[config.mk]
export PLATFORM = sky130hd
export DESIGN_NAME = hdlrx_receiver_flat
export DESIGN_NICKNAME = d
export VERILOG_FILES = /design/src/verilog/hdlrx_pkg.sv /design/src/verilog/hdlrx_if.sv /design/src/verilog/hdlrx_receiver.sv /design/src/flat_wrapper.sv
export SDC_FILE = /design/constraint.sdc
export NUM_CORES = 2
export LEC_CHECK = 0
export ABC_AREA = 0
export BUFFER_PORTS_ARGS = -buffer_cell sky130_fd_sc_hd__buf_2
export CAP_MARGIN = 30
export CORE_MARGIN = 1.5
export CORE_UTILIZATION = 52
export CTS_CLUSTER_SIZE = 28
export DETAILED_ROUTE_END_ITERATION = 10
export PLACE_DENSITY = 0.66
export SLEW_MARGIN = 0
export SYNTH_ARGS = -nofsm -noshare
export SYNTH_HDL_FRONTEND = slang
export SYNTH_SLANG_ARGS = --single-unit
[constraint.sdc]
create_clock -name CORE_CLK -period 6.7 [get_ports CORE_CLK]
set_input_delay 2.01 -clock CORE_CLK [delete_from_list [all_inputs] [get_ports CORE_CLK]]
set_output_delay 2.01 -clock CORE_CLK [all_outputs]
set_load 0.02 [all_outputs]
[src/verilog/hdlrx_pkg.sv]
// Package of constants shared by both ends of the link receiver
package hdlrx_pkg;
	// =========================================
	// Link receiver register map
	localparam logic [1:0] REG_CONFIG   = 2'h0;
	localparam logic [1:0] REG_IRQ_CTRL = 2'h1;
	localparam logic [1:0] REG_STATUS   = 2'h2;
	localparam logic [1:0] REG_DATA     = 2'h3;
	// Configuration fields
	localparam int CFG_EN       = 0;
	localparam int CFG_ADDR_EN  = 1;
	localparam int CFG_PRIM_LSB = 8;
	localparam int CFG_SEC_LSB  = 16;
	localparam logic [7:0] UNIVERSAL_ADDR = 8'hFF;
	localparam logic [31:0] CFG_RESET   = 32'h0000_0000;
	// Interrupt control fields
	localparam int IRQ_EN_BIT   = 7;
	localparam logic [7:0] IRQ_CTRL_RESET = 8'h08;
	// Status fields
	localparam int ST_IRQ_PENDING = 0;
	localparam int ST_LINK_CHG    = 1;
	localparam int ST_PKT_END     = 2;
	localparam int ST_OVERRUN     = 3;
	localparam int ST_EMPTY       = 4;
	localparam int ST_CODE_LSB    = 5;
	// Byte status codes
	localparam logic [2:0] CODE_DATA      = 3'h0;
	localparam logic [2:0] CODE_LINK_UP   = 3'h1;
	localparam logic [2:0] CODE_LINK_DOWN = 3'h2;
	localparam logic [2:0] CODE_END       = 3'h4;
	localparam int CODE_CRC_BIT = 1;
	localparam int CODE_NIB_BIT = 0;
	// Serial patterns and CRC
	localparam logic [7:0] FLAG_PATTERN  = 8'h7E;
	localparam logic [7:0] ABORT_PATTERN = 8'h7F;
	localparam logic [15:0] CRC_INIT     = 16'hFFFF;
	localparam logic [15:0] CRC_GOOD     = 16'hF0B8;
	localparam logic [15:0] CRC_POLY_REV = 16'h8408;
	// FIFO and timing
	localparam int FIFO_DEPTH  = 128;
	localparam int FIFO_AW     = 7;
	localparam int ACCESS_DIV  = 10;
	localparam int BIT_DIV     = 16;
endpackage

[src/verilog/hdlrx_if.sv]
// Interface joining the link receiver and its host
`timescale 1ns/1ps
interface hdlrx_if;
	logic [1:0]  addr;
	logic [31:0] wdata;
	logic        wr;
	logic        rd;
	logic [31:0] rdata;
	logic        irq;
	modport dev
	(
		input  addr,
		input  wdata,
		input  wr,
		input  rd,
		output rdata,
		output irq
	);
	modport host
	(
		output addr,
		output wdata,
		output wr,
		output rd,
		input  rdata,
		input  irq
	);
endinterface

[src/verilog/hdlrx_receiver.sv]
// Link receiver: serial deframer, byte FIFO and register slave
`timescale 1ns/1ps
module hdlrx_receiver
(
	input  wire logic CORE_CLK,
	input  wire logic ARST_N,
	input  wire logic RX_DATA,
	input  wire logic RX_BIT_EN,
	hdlrx_if.dev      BUS
);
	// =========================================
	// Input synchronisers
	logic [1:0] d_sync;
	logic [1:0] e_sync;
	logic       e_prev;
	always_ff @(posedge CORE_CLK or negedge ARST_N)
	begin
		if (!ARST_N)
		begin
			d_sync <= 2'h3;
			e_sync <= 2'h0;
			e_prev <= 1'b0;
		end
		else
		begin
			d_sync <= {d_sync[0], RX_DATA};
			e_sync <= {e_sync[0], RX_BIT_EN};
			e_prev <= e_sync[1];
		end
	end
	logic bit_tick;
	assign bit_tick = e_sync[1] & ~e_prev;

	// =========================================
	// Registers
	logic [31:0] cfg;
	logic [7:0]  irq_ctrl;
	logic        link_state_changed;
	logic        packet_end_seen;
	logic        fifo_overrun_flag;
	logic        enabled;
	assign enabled = cfg[hdlrx_pkg::CFG_EN];

	// =========================================
	// Deframer
	typedef enum logic [1:0] {HDLRX_IDLE, HDLRX_SYNC, HDLRX_FRAME} hdlrx_state_e;
	hdlrx_state_e state;
	logic [7:0]  shreg;
	logic [2:0]  ones;
	logic [7:0]  acc;
	logic [3:0]  nbits;
	logic [15:0] crc;
	logic [7:0]  hold;
	logic        hold_ok;
	logic        addr_chk;
	logic        frame_drop;
	logic [7:0]  win;
	logic        is_flag;
	logic        is_abort;
	logic        stuffed;
	logic [15:0] next_crc;
	assign win      = {d_sync[1], shreg[7:1]};
	assign is_flag  = win == hdlrx_pkg::FLAG_PATTERN;
	assign is_abort = win == hdlrx_pkg::ABORT_PATTERN;
	assign stuffed  = (ones == 3'h5) && !d_sync[1];
	always_comb
	begin
		next_crc = crc;
		for (int i = 0; i < 8; i++)
		begin
			if (next_crc[0] ^ hold[i])
				next_crc = (next_crc >> 1) ^ hdlrx_pkg::CRC_POLY_REV;
			else
				next_crc = next_crc >> 1;
		end
	end

	logic       push;
	logic [7:0] push_byte;
	logic [2:0] push_code;
	logic       addr_match;
	// Compared with the byte completing on this bit
	assign addr_match = !cfg[hdlrx_pkg::CFG_ADDR_EN]
		|| {d_sync[1], acc[7:1]} == cfg[hdlrx_pkg::CFG_PRIM_LSB +: 8]
		|| {d_sync[1], acc[7:1]} == cfg[hdlrx_pkg::CFG_SEC_LSB +: 8]
		|| {d_sync[1], acc[7:1]} == hdlrx_pkg::UNIVERSAL_ADDR;

	always_ff @(posedge CORE_CLK or negedge ARST_N)
	begin
		if (!ARST_N)
		begin
			state      <= HDLRX_IDLE;
			shreg      <= 8'hFF;
			ones       <= 3'h0;
			acc        <= 8'h00;
			nbits      <= 4'h0;
			crc        <= hdlrx_pkg::CRC_INIT;
			hold       <= 8'h00;
			hold_ok    <= 1'b0;
			addr_chk   <= 1'b0;
			frame_drop <= 1'b0;
			push       <= 1'b0;
			push_byte  <= 8'h00;
			push_code  <= 3'h0;
		end
		else
		begin
			push <= 1'b0;
			if (!enabled)
			begin
				state <= HDLRX_IDLE;
				shreg <= 8'hFF;
				ones  <= 3'h0;
			end
			else if (bit_tick)
			begin
				shreg <= win;
				ones  <= d_sync[1] ? ((ones == 3'h7) ? ones : ones + 3'h1) : 3'h0;
				if (is_abort)
				begin
					if (state != HDLRX_IDLE)
					begin
						push      <= 1'b1;
						push_byte <= 8'h00;
						push_code <= hdlrx_pkg::CODE_LINK_DOWN;
					end
					state <= HDLRX_IDLE;
				end
				else if (is_flag)
				begin
					if (state == HDLRX_IDLE)
					begin
						push      <= 1'b1;
						push_byte <= 8'h00;
						push_code <= hdlrx_pkg::CODE_LINK_UP;
					end
					else if (state == HDLRX_FRAME && hold_ok && !frame_drop)
					begin
						push      <= 1'b1;
						push_byte <= hold;
						push_code <= hdlrx_pkg::CODE_END
							| {1'b0, next_crc != hdlrx_pkg::CRC_GOOD, nbits != 4'h7};
					end
					state    <= HDLRX_SYNC;
					nbits    <= 4'h0;
					hold_ok  <= 1'b0;
					addr_chk <= 1'b1;
					frame_drop <= 1'b0;
					crc      <= hdlrx_pkg::CRC_INIT;
				end
				else if (state != HDLRX_IDLE && !stuffed)
				begin
					acc   <= {d_sync[1], acc[7:1]};
					nbits <= (nbits == 4'h7) ? 4'h0 : nbits + 4'h1;
					if (nbits == 4'h7)
					begin
						state <= HDLRX_FRAME;
						if (addr_chk && !addr_match)
							frame_drop <= 1'b1;
						addr_chk <= 1'b0;
						if (hold_ok && !frame_drop)
						begin
							push      <= 1'b1;
							push_byte <= hold;
							push_code <= hdlrx_pkg::CODE_DATA;
						end
						if (hold_ok)
							crc <= next_crc;
						hold    <= {d_sync[1], acc[7:1]};
						hold_ok <= 1'b1;
					end
				end
			end
		end
	end

	// =========================================
	// FIFO
	logic [7:0] fifo_byte [hdlrx_pkg::FIFO_DEPTH];
	logic [2:0] fifo_code [hdlrx_pkg::FIFO_DEPTH];
	logic [hdlrx_pkg::FIFO_AW-1:0] wptr;
	logic [hdlrx_pkg::FIFO_AW-1:0] rptr;
	logic [hdlrx_pkg::FIFO_AW:0]   count;
	logic data_rd;
	logic stat_rd;
	logic pop;
	logic full;
	logic overrun;
	assign data_rd = BUS.rd && BUS.addr == hdlrx_pkg::REG_DATA;
	assign stat_rd = BUS.rd && BUS.addr == hdlrx_pkg::REG_STATUS;
	assign pop     = data_rd && count != '0;
	assign full    = count == (hdlrx_pkg::FIFO_AW+1)'(hdlrx_pkg::FIFO_DEPTH);
	assign overrun = push && full && !pop;
	always_ff @(posedge CORE_CLK)
	begin
		if (push && (!full || pop))
		begin
			fifo_byte[wptr] <= push_byte;
			fifo_code[wptr] <= push_code;
		end
	end
	always_ff @(posedge CORE_CLK or negedge ARST_N)
	begin
		if (!ARST_N)
		begin
			wptr  <= '0;
			rptr  <= '0;
			count <= '0;
		end
		else if (overrun || !enabled)
		begin
			wptr  <= '0;
			rptr  <= '0;
			count <= '0;
		end
		else
		begin
			wptr  <= (push && (!full || pop)) ? wptr + 1'b1 : wptr;
			rptr  <= pop ? rptr + 1'b1 : rptr;
			count <= count + (hdlrx_pkg::FIFO_AW+1)'(push && (!full || pop)) - (hdlrx_pkg::FIFO_AW+1)'(pop);
		end
	end

	// =========================================
	// Status flags, set wins over clear by status read; fill_hit clears only when the FIFO is empty
	logic [2:0] last_code;
	logic       fill_hit;
	logic       irq_pending;
	always_ff @(posedge CORE_CLK or negedge ARST_N)
	begin
		if (!ARST_N)
		begin
			link_state_changed <= 1'b0;
			packet_end_seen    <= 1'b0;
			fifo_overrun_flag  <= 1'b0;
			fill_hit           <= 1'b0;
			last_code          <= 3'h0;
		end
		else
		begin
			if (push && push_code[2:1] == 2'h0 && push_code[0] || push && push_code == hdlrx_pkg::CODE_LINK_DOWN)
				link_state_changed <= 1'b1;
			else if (stat_rd)
				link_state_changed <= 1'b0;
			if (push && push_code[2])
				packet_end_seen <= 1'b1;
			else if (stat_rd)
				packet_end_seen <= 1'b0;
			if (overrun)
				fifo_overrun_flag <= 1'b1;
			else if (stat_rd)
				fifo_overrun_flag <= 1'b0;
			if (count > {1'b0, irq_ctrl[hdlrx_pkg::FIFO_AW-1:0]})
				fill_hit <= 1'b1;
			else if (count == '0)
				fill_hit <= 1'b0;
			if (pop)
				last_code <= fifo_code[rptr];
		end
	end
	assign irq_pending = link_state_changed | packet_end_seen | fifo_overrun_flag | fill_hit;

	// =========================================
	// Register writes and read data
	always_ff @(posedge CORE_CLK or negedge ARST_N)
	begin
		if (!ARST_N)
		begin
			cfg      <= hdlrx_pkg::CFG_RESET;
			irq_ctrl <= hdlrx_pkg::IRQ_CTRL_RESET;
		end
		else if (BUS.wr)
		begin
			if (BUS.addr == hdlrx_pkg::REG_CONFIG)
				cfg <= BUS.wdata;
			if (BUS.addr == hdlrx_pkg::REG_IRQ_CTRL)
				irq_ctrl <= BUS.wdata[7:0];
		end
	end
	always_ff @(posedge CORE_CLK or negedge ARST_N)
	begin
		if (!ARST_N)
			BUS.rdata <= 32'h0000_0000;
		else if (BUS.rd)
		begin
			unique case (BUS.addr)
				hdlrx_pkg::REG_CONFIG:   BUS.rdata <= cfg;
				hdlrx_pkg::REG_IRQ_CTRL: BUS.rdata <= {24'h0, irq_ctrl};
				hdlrx_pkg::REG_STATUS:   BUS.rdata <= {24'h0, last_code, count == '0,
					fifo_overrun_flag, packet_end_seen, link_state_changed, irq_pending};
				hdlrx_pkg::REG_DATA:     BUS.rdata <= {24'h0, (count != '0) ? fifo_byte[rptr] : 8'h00};
			endcase
		end
	end
	assign BUS.irq = irq_pending & irq_ctrl[hdlrx_pkg::IRQ_EN_BIT];
endmodule

[src/flat_wrapper.sv]
// flat-port wrapper written by rule: the top's interface ports become plain ports
module hdlrx_receiver_flat 
  (CORE_CLK, ARST_N, RX_DATA, RX_BIT_EN, BUS_addr, BUS_wdata, BUS_wr, BUS_rd, BUS_rdata, BUS_irq);
  hdlrx_if BUS_i ();
  input  wire logic CORE_CLK;
  input  wire logic ARST_N;
  input  wire logic RX_DATA;
  input  wire logic RX_BIT_EN;
  input wire logic [$bits(BUS_i.addr)-1:0] BUS_addr;
  input wire logic [$bits(BUS_i.wdata)-1:0] BUS_wdata;
  input wire logic [$bits(BUS_i.wr)-1:0] BUS_wr;
  input wire logic [$bits(BUS_i.rd)-1:0] BUS_rd;
  output wire logic [$bits(BUS_i.rdata)-1:0] BUS_rdata;
  output wire logic [$bits(BUS_i.irq)-1:0] BUS_irq;
  assign BUS_i.addr = BUS_addr;
  assign BUS_i.wdata = BUS_wdata;
  assign BUS_i.wr = BUS_wr;
  assign BUS_i.rd = BUS_rd;
  assign BUS_rdata = BUS_i.rdata;
  assign BUS_irq = BUS_i.irq;
  hdlrx_receiver u_core (.CORE_CLK(CORE_CLK), .ARST_N(ARST_N), .RX_DATA(RX_DATA), .RX_BIT_EN(RX_BIT_EN), .BUS(BUS_i));
endmodule
Word level (Yosys, flattened, before mapping)
Memory sizes are Yosys's and may differ from the RTL's. A register that Yosys moved wholly into a read port is not among the register bits.
Cells that the tools add are included.
{"block": "totals", "register_bits": 167, "mem_bits_rw": 1408, "inputBits": 40, "output_inout_bits": 33, "word_cells": 220, "mem_count": 2}
{"block": "op_classes", "addsub": 6, "magnitude_cmp": 1, "eq_ne": 22, "n_mux": 78, "bitwise_logic": 24, "reduce_logical": 61}
{"name": "u_core.fifo_byte", "depth": 128, "word_bits": 8, "rd": 1, "rd_ports_with_merged_regs": 0, "wr": 1, "line": "hdlrx_receiver.sv:179", "text": "logic [7:0] fifo_byte [hdlrx_pkg::FIFO_DEPTH];"}
{"name": "u_core.fifo_code", "depth": 128, "word_bits": 3, "rd": 1, "rd_ports_with_merged_regs": 1, "wr": 1, "line": "hdlrx_receiver.sv:180", "text": "logic [2:0] fifo_code [hdlrx_pkg::FIFO_DEPTH];"}
{"op": "$mux W16", "count": 12}
{"op": "$pmux W32 S4", "count": 1}
{"op": "$mux W8", "count": 12}
{"op": "$mux W3", "count": 12}
{"op": "$mux W1", "count": 28}
{"op": "$mux W7", "count": 4}
{"op": "$not A2 Y3", "count": 8}
{"op": "$reduce_bool A2 Y1", "count": 11}
{"op": "$reduce_and A6 Y1", "count": 3}
{"op": "$eq A8 B7 Y1 const B", "count": 2}
{"op": "$eq A8 B8 Y1", "count": 2}
{"op": "$eq A8 B8 Y1 const B", "count": 2}
{"op": "$logic_and A1 B1 Y1", "count": 16}
{"op": "$ne A16 B16 Y1 const B", "count": 1}
{"op": "$add A7 B1 Y7 const B", "count": 2}
{"op": "$mux W2", "count": 6}
{"op": "$mux W4", "count": 3}
{"op": "$ne A4 B4 Y1 const B", "count": 3}
{"op": "$reduce_and A5 Y1", "count": 2}
{"op": "$logic_not A1 Y1", "count": 9}
{"op": "$reduce_bool A3 Y1", "count": 3}
{"op": "$add A8 B1 Y8", "count": 1}
{"op": "$gt A8 B7 Y1", "count": 1}
{"op": "$logic_not A8 Y1", "count": 1}
{"op": "23 further kinds", "count": 47}

Logic depth before layout (Yosys ltp)
{"block": "logic_depth", "word_depth": 21, "mapped_depth": 18, "mapped_depth_nobuf": 17}

Worst setup path before layout
OpenSTA, ideal clock, no wires.
{"block": "synth_timing", "path_type": "input -> register", "from": "in BUS_addr[0]", "to": "reg u_core.count[6] (netlist name)", "setup_time_ps": 132, "arrival_ps": 4420, "t_required_ps": 6568, "path_slack_ps": 2148, "path_stages": 16, "n_path_buf": 2, "cell_sequence": "clkbuf_1 -> nand3_1 -> nand2b_1 -> inv_1 -> clkbuf_1 -> ha_1 -> inv_1 -> ha_1 -> fa_1 -> a21oi_1 -> o21bai_1 -> a21oi_1 -> nor2_1 -> nor2_1 -> xor2_1 -> nor2_1"}
{"block": "synth_between", "elab_chain_len": 8, "elab_cells_between_ends": 11, "cone_classes": "2 x add/sub; 1 x eq/ne; 1 x mux; 7 x reduce/logical"}
{"item": "start: declaration", "line": "flat_wrapper.sv:9", "text": "input wire logic [$bits(BUS_i.addr)-1:0] BUS_addr;"}
{"item": "$eq A2 B2 Y1 *", "line": "hdlrx_receiver.sv:189", "text": "assign data_rd = BUS.rd && BUS.addr == hdlrx_pkg::REG_DATA;"}
{"item": "$logic_and A1 B1 Y1 *", "line": "hdlrx_receiver.sv:189"}
{"item": "$logic_and A1 B1 Y1 *", "line": "hdlrx_receiver.sv:191", "text": "assign pop = data_rd && count != '0;"}
{"item": "named net u_core.pop", "line": "hdlrx_receiver.sv:186", "text": "logic pop;"}
{"item": "$logic_or A1 B1 Y1", "line": "hdlrx_receiver.sv:220", "text": "count <= count + (hdlrx_pkg::FIFO_AW+1)'(push && (!full || pop)) - (hdlrx_pkg::FIFO_AW+1)'(pop);"}
{"item": "$logic_and A1 B1 Y1", "line": "hdlrx_receiver.sv:220"}
{"item": "$add A8 B1 Y8", "line": "hdlrx_receiver.sv:220"}
{"item": "$sub A8 B1 Y8", "line": "hdlrx_receiver.sv:220"}
{"item": "$mux W8 *", "line": "hdlrx_receiver.sv:210", "text": "else if (overrun || !enabled)"}
{"item": "end signal: assignment", "line": "hdlrx_receiver.sv:220"}
{"item": "end: declaration", "line": "hdlrx_receiver.sv:183", "text": "logic [hdlrx_pkg::FIFO_AW:0] count;"}
The timed path passes the listed nets; every way through them passes the cells marked *.
A chain may end at the register's enable or synchronous reset.

Worst setup path after layout
{"block": "layout_timing", "from": "in BUS_addr[0]", "to": "mem u_core.fifo_byte[86][1], enable pin"}
{"block": "layout_between", "elab_chain_len": 7}
{"item": "$eq A2 B2 Y1", "line": "hdlrx_receiver.sv:189"}
{"item": "$logic_and A1 B1 Y1", "line": "hdlrx_receiver.sv:189"}
{"item": "$logic_and A1 B1 Y1", "line": "hdlrx_receiver.sv:191"}
{"item": "$logic_or A1 B1 Y1", "line": "hdlrx_receiver.sv:196", "text": "if (push && (!full || pop))"}
{"item": "$logic_and A1 B1 Y1", "line": "hdlrx_receiver.sv:196"}
{"item": "$mux W1", "line": "hdlrx_receiver.sv:196"}
{"item": "$mux W1 (not written as such)", "line": "hdlrx_receiver.sv:198", "text": "fifo_byte[wptr] <= push_byte;"}
{"item": "end: declaration", "line": "hdlrx_receiver.sv:179"}
Every way passes these cells.

==> run_results.csv <==
group,metric,value,unit
yosys,synth_edf_count,1408,
routing,drtAntennaViolNets,0,
timing,finalHoldViolations,0,
clock_network,clock-root-buffer,"sky130_fd_sc_hd__clkbuf_16",
routing,vias_per_cell,6.26,
clock_network,cts_tree,"yes",
routing,detailed_route_drc_error_count,0,
timing,max_slew_margin,25.1,%
routing,postRouteWirelength,152000,um
clock_network,worst_skew_pair.late_latency,0.79,ns
place,port_buffers,72,
place,placedCellCount,4780,
die,design.die.area,0.122,mm2
yosys,yosys_most_used_dff,"sky130_fd_sc_hd__edfxtp_1",
final_layout,layout.cells.most_common_list,"sky130_fd_sc_hd__edfxtp_1 (1408), sky130_fd_sc_hd__mux4_2 (333), sky130_fd_sc_hd__nor2_1 (226), sky130_fd_sc_hd__mux2i_1 (168), sky130_fd_sc_hd__clkbuf_16 (159)",
grt,via_count_of_the_first_global_routing_pass,32000,
yosys,ys_warn_count,0,
grt,grt_start_max_net_pins,100,
final_layout,finish.cell_count_without_fillers,5097,
yosys,synth_cell_types,63,
timing,timing_worst_slew_pin_value,1.10,ns
die,die_ht,349,um
job,max-cap-violations,0,
grt,grt.overflow.total,0,
grt,antenna_found_initial,1,
routing,first_pass_iters,7,
grt,groute.layer.met3.usage,5.59,%
setup_path,rrSetupSlack,2.05,ns
die,io-pin-count,73,
setup_path,critical_path.endpoint_type,"flop",
clock_network,numCtsBuffers,156,
yosys,synth-seq-cells,1576,
die,floorplan.die.width,349,um
final_layout,drive_gt1_share,24.6,%
final_layout,multi_input_comb_area,0.0147,mm2
final_layout,finalNetCount,3430,
status,outcome,"complete, no violations",
setup_path,worst-setup-path-type,"input pin to flop",
grt,grtUsageMet2,38.9,%
setup_path,critical_path.startpoint_type,"input pin",
place,post_dp_cell_area,0.0646,mm2
yosys,async_reset_ff_share,10.7,%
yosys,syn_area,0.0622,mm2
grt,grt_first_pass_wirelength,222000,um
timing,timing.final.crit_share,72.6,%
setup_path,timing.critical_path.fanout_max,14,
power_and_ir_drop,pwr_density_cell,298,mW/mm2
setup_path,critPathRequiredTime,7.10,ns
worst_hold_path,worst_hold_path_stage_count,0,
timing,final-max-slew-violation-count,0,
grt,top_usage_layer,"met2",
clock_network,hold_bufs_at_cts,0,
grt,grt_use_met1,36.1,%
timing,fin_setup_tns,0,ns
final_layout,mostFrequentLayoutCell,"sky130_fd_sc_hd__edfxtp_1",
timing,setup_repair_after_global_routing_missed_its_margin,"no",
die,row_count,126,
clock_network,clock_sinks,1576,
routing,detail_route.wl_per_cell,29.8,um
timing,layout_setup_ws,1.83,ns
yosys,synthCells,3187,
place,globalplace.congestion,0.904,
worst_hold_path,holdCritPathClass,"flop to flop",
place,dp_hpwl,93100,um
power_and_ir_drop,power_consumption,20.9,mW
clock_network,cts_post_setup_buffers_inserted,0,
yosys,syn_nets,3253,
timing,setup_viol_count_final,0,
routing,drt_iter0_markers,4173,
clock_network,clk_transition_reported_paths,0.06,ns
routing,vias,31900,
clock_network,clock_tree.htree_level_count,4,
final_layout,syn_to_final_growth,12.5,%
grt,grt_util_all_layers,25.2,%
final_layout,layout.filler_cells,8428,
clock_network,max-clock-path-buffers,3,
timing,final_period_minus_worst_setup_slack,4.87,ns
setup_path,worst_ep_arrival_time,5.27,ns
die,floorplan.core_area,0.118,mm2
timing,fin_worst_skew,0.0252,ns
yosys,avgSynthCellArea,19.5,um2
setup_path,r2r_cells,8,
power_and_ir_drop,cellLeakagePower,23.8,nW
final_layout,area_of_all_placed_cells_without_fillers,0.0700,mm2
place,detailedPlace.worstSlack,1.13,ns
clock_network,postCtsResizedCells,0,
timing,max_freq,206,MHz
die,floorplan.initialDensity,52.6,%
yosys,yosysSeqAreaShare,74.8,%
power_and_ir_drop,worst_ir_drop_vdd,280,uV
final_layout,area.sequential,0.0466,mm2
==> worst max-delay path: stages <==
cell,delay [ns]
sky130_fd_sc_hd__buf_2,0.31
sky130_fd_sc_hd__nand3_1,0.15
sky130_fd_sc_hd__nand2b_1,0.47
sky130_fd_sc_hd__inv_1,0.20
sky130_fd_sc_hd__o21ai_1,0.14
sky130_fd_sc_hd__clkinv_1,0.18
sky130_fd_sc_hd__nand3_1,0.47
sky130_fd_sc_hd__buf_4,0.46
sky130_fd_sc_hd__nor2_1,0.84
==> metrics by stage <==
step                      utilization [%]  hold WS [ns]
after CTS                            58.9         0.361
after floorplan                         -         0.331
final                                59.1         0.360
after detailed placement             54.6         0.338
after global placement               54.4         0.348
after global routing                 59.1         0.366
==> logic make-up (layout without fill, tap and decap cells) <==
kind of cell	count (synthesis)	in the layout	share of synthesized area, %
flops	1576	1576	74.8
other cells	0	1	0
mux	563	563	15.9
simple gates	467	467	3.33
compound gates	274	274	2.94
xor+xnor	58	58	0.828
buf+inv	223	532	1.74
fa+ha+maj	26	26	0.535
==> state kept, by name, indices dropped and copies added, names as in the netlist, 2 cells and up <==
signal / cells
u_core.shreg: 7
u_core.wptr: 7
u_core.nbits: 4
u_core.crc: 16
u_core.rptr: 7
u_core.irq_ctrl: 8
u_core.count: 8
u_core.ones: 3
u_core.state: 2
u_core.fifo_code: 384
u_core.cfg: 32
u_core.fifo_byte: 1024
u_core.d_sync: 2
u_core.acc: 7
u_core.push_byte: 8
u_core.last_code: 3
u_core.e_sync: 2
u_core.push_code: 3
u_core.hold: 8
u_core.BUS.rdata: 32
==> synth_stat cells (all sizes together), types with 4 or more instances <==
master | number | area (um2)
mux2i | 168 | 1680
o221ai | 14 | 123
nand2 | 100 | 375
nand4 | 8 | 50.1
inv | 57 | 214
clkbuf | 67 | 251
mux2 | 62 | 698
o22a | 16 | 140
nor2b | 21 | 131
a211oi | 4 | 30.0
nor2 | 226 | 848
nor3 | 20 | 105
a21oi | 43 | 215
o22ai | 33 | 206
edfxtp | 1408 | 42300
xor2 | 38 | 340
o211ai | 14 | 105
buf | 98 | 614
nand3b | 4 | 30.0
a2111oi | 23 | 201
a22oi | 19 | 143
ha | 25 | 313
nand2b | 11 | 68.8
dfrtp | 142 | 3550
nand3 | 40 | 200
a22o | 6 | 52.6
xnor2 | 20 | 175
mux4 | 333 | 7500
and3 | 5 | 31.3
and2 | 4 | 25.0
nor4b | 4 | 35.0
o21ai | 70 | 350
dfstp | 26 | 683
nor4 | 12 | 75.1
a221oi | 8 | 70.1
==> cell type report <==
cell class | count | share of cell area [%]
diodes | 1 | 0.00357
clock buffers | 192 | 5.92
clock inverters | 98 | 1.45
inverters | 58 | 0.311
multi-input cells | 1388 | 20.9
flip-flops and latches | 1576 | 66.5
well taps | 1600 | 2.86
repair buffers | 184 | 2.00
==> layer usage <==
metal / vias to the layer above / part of all wire [%]
met5: - / 0
met4: 0 / 3.0
met3: 237 / 9.3
met2: 1682 / 47
met1: 16700 / 41
li1: 13200 / -
==> where the power goes <==
| part | total, mW | internal [mW] | leakage (nW) | switching [mW] |
|---|---|---|---|---|
| logic | 1.17 | 0.537 | 4.71 | 0.638 |
| registers | 10.9 | 10.7 | 16.6 | 0.170 |
| clock network | 8.79 | 5.09 | 2.50 | 3.71 |
==> final timing paths <==
kind / start / end
setup / recovery: BUS_addr[0] / u_core.fifo_byte[86][1]
hold / removal: u_core.e_sync[0] / u_core.e_sync[1]
setup reg to reg: u_core.rptr[0] / u_core.BUS.rdata[4]
hold reg to reg: u_core.e_sync[0] / u_core.e_sync[1]
max in group asynchronous: ARST_N / u_core.push_code[1]
min in group asynchronous: ARST_N / u_core.BUS.rdata[28]
Power figures use the tool's default switching activity.
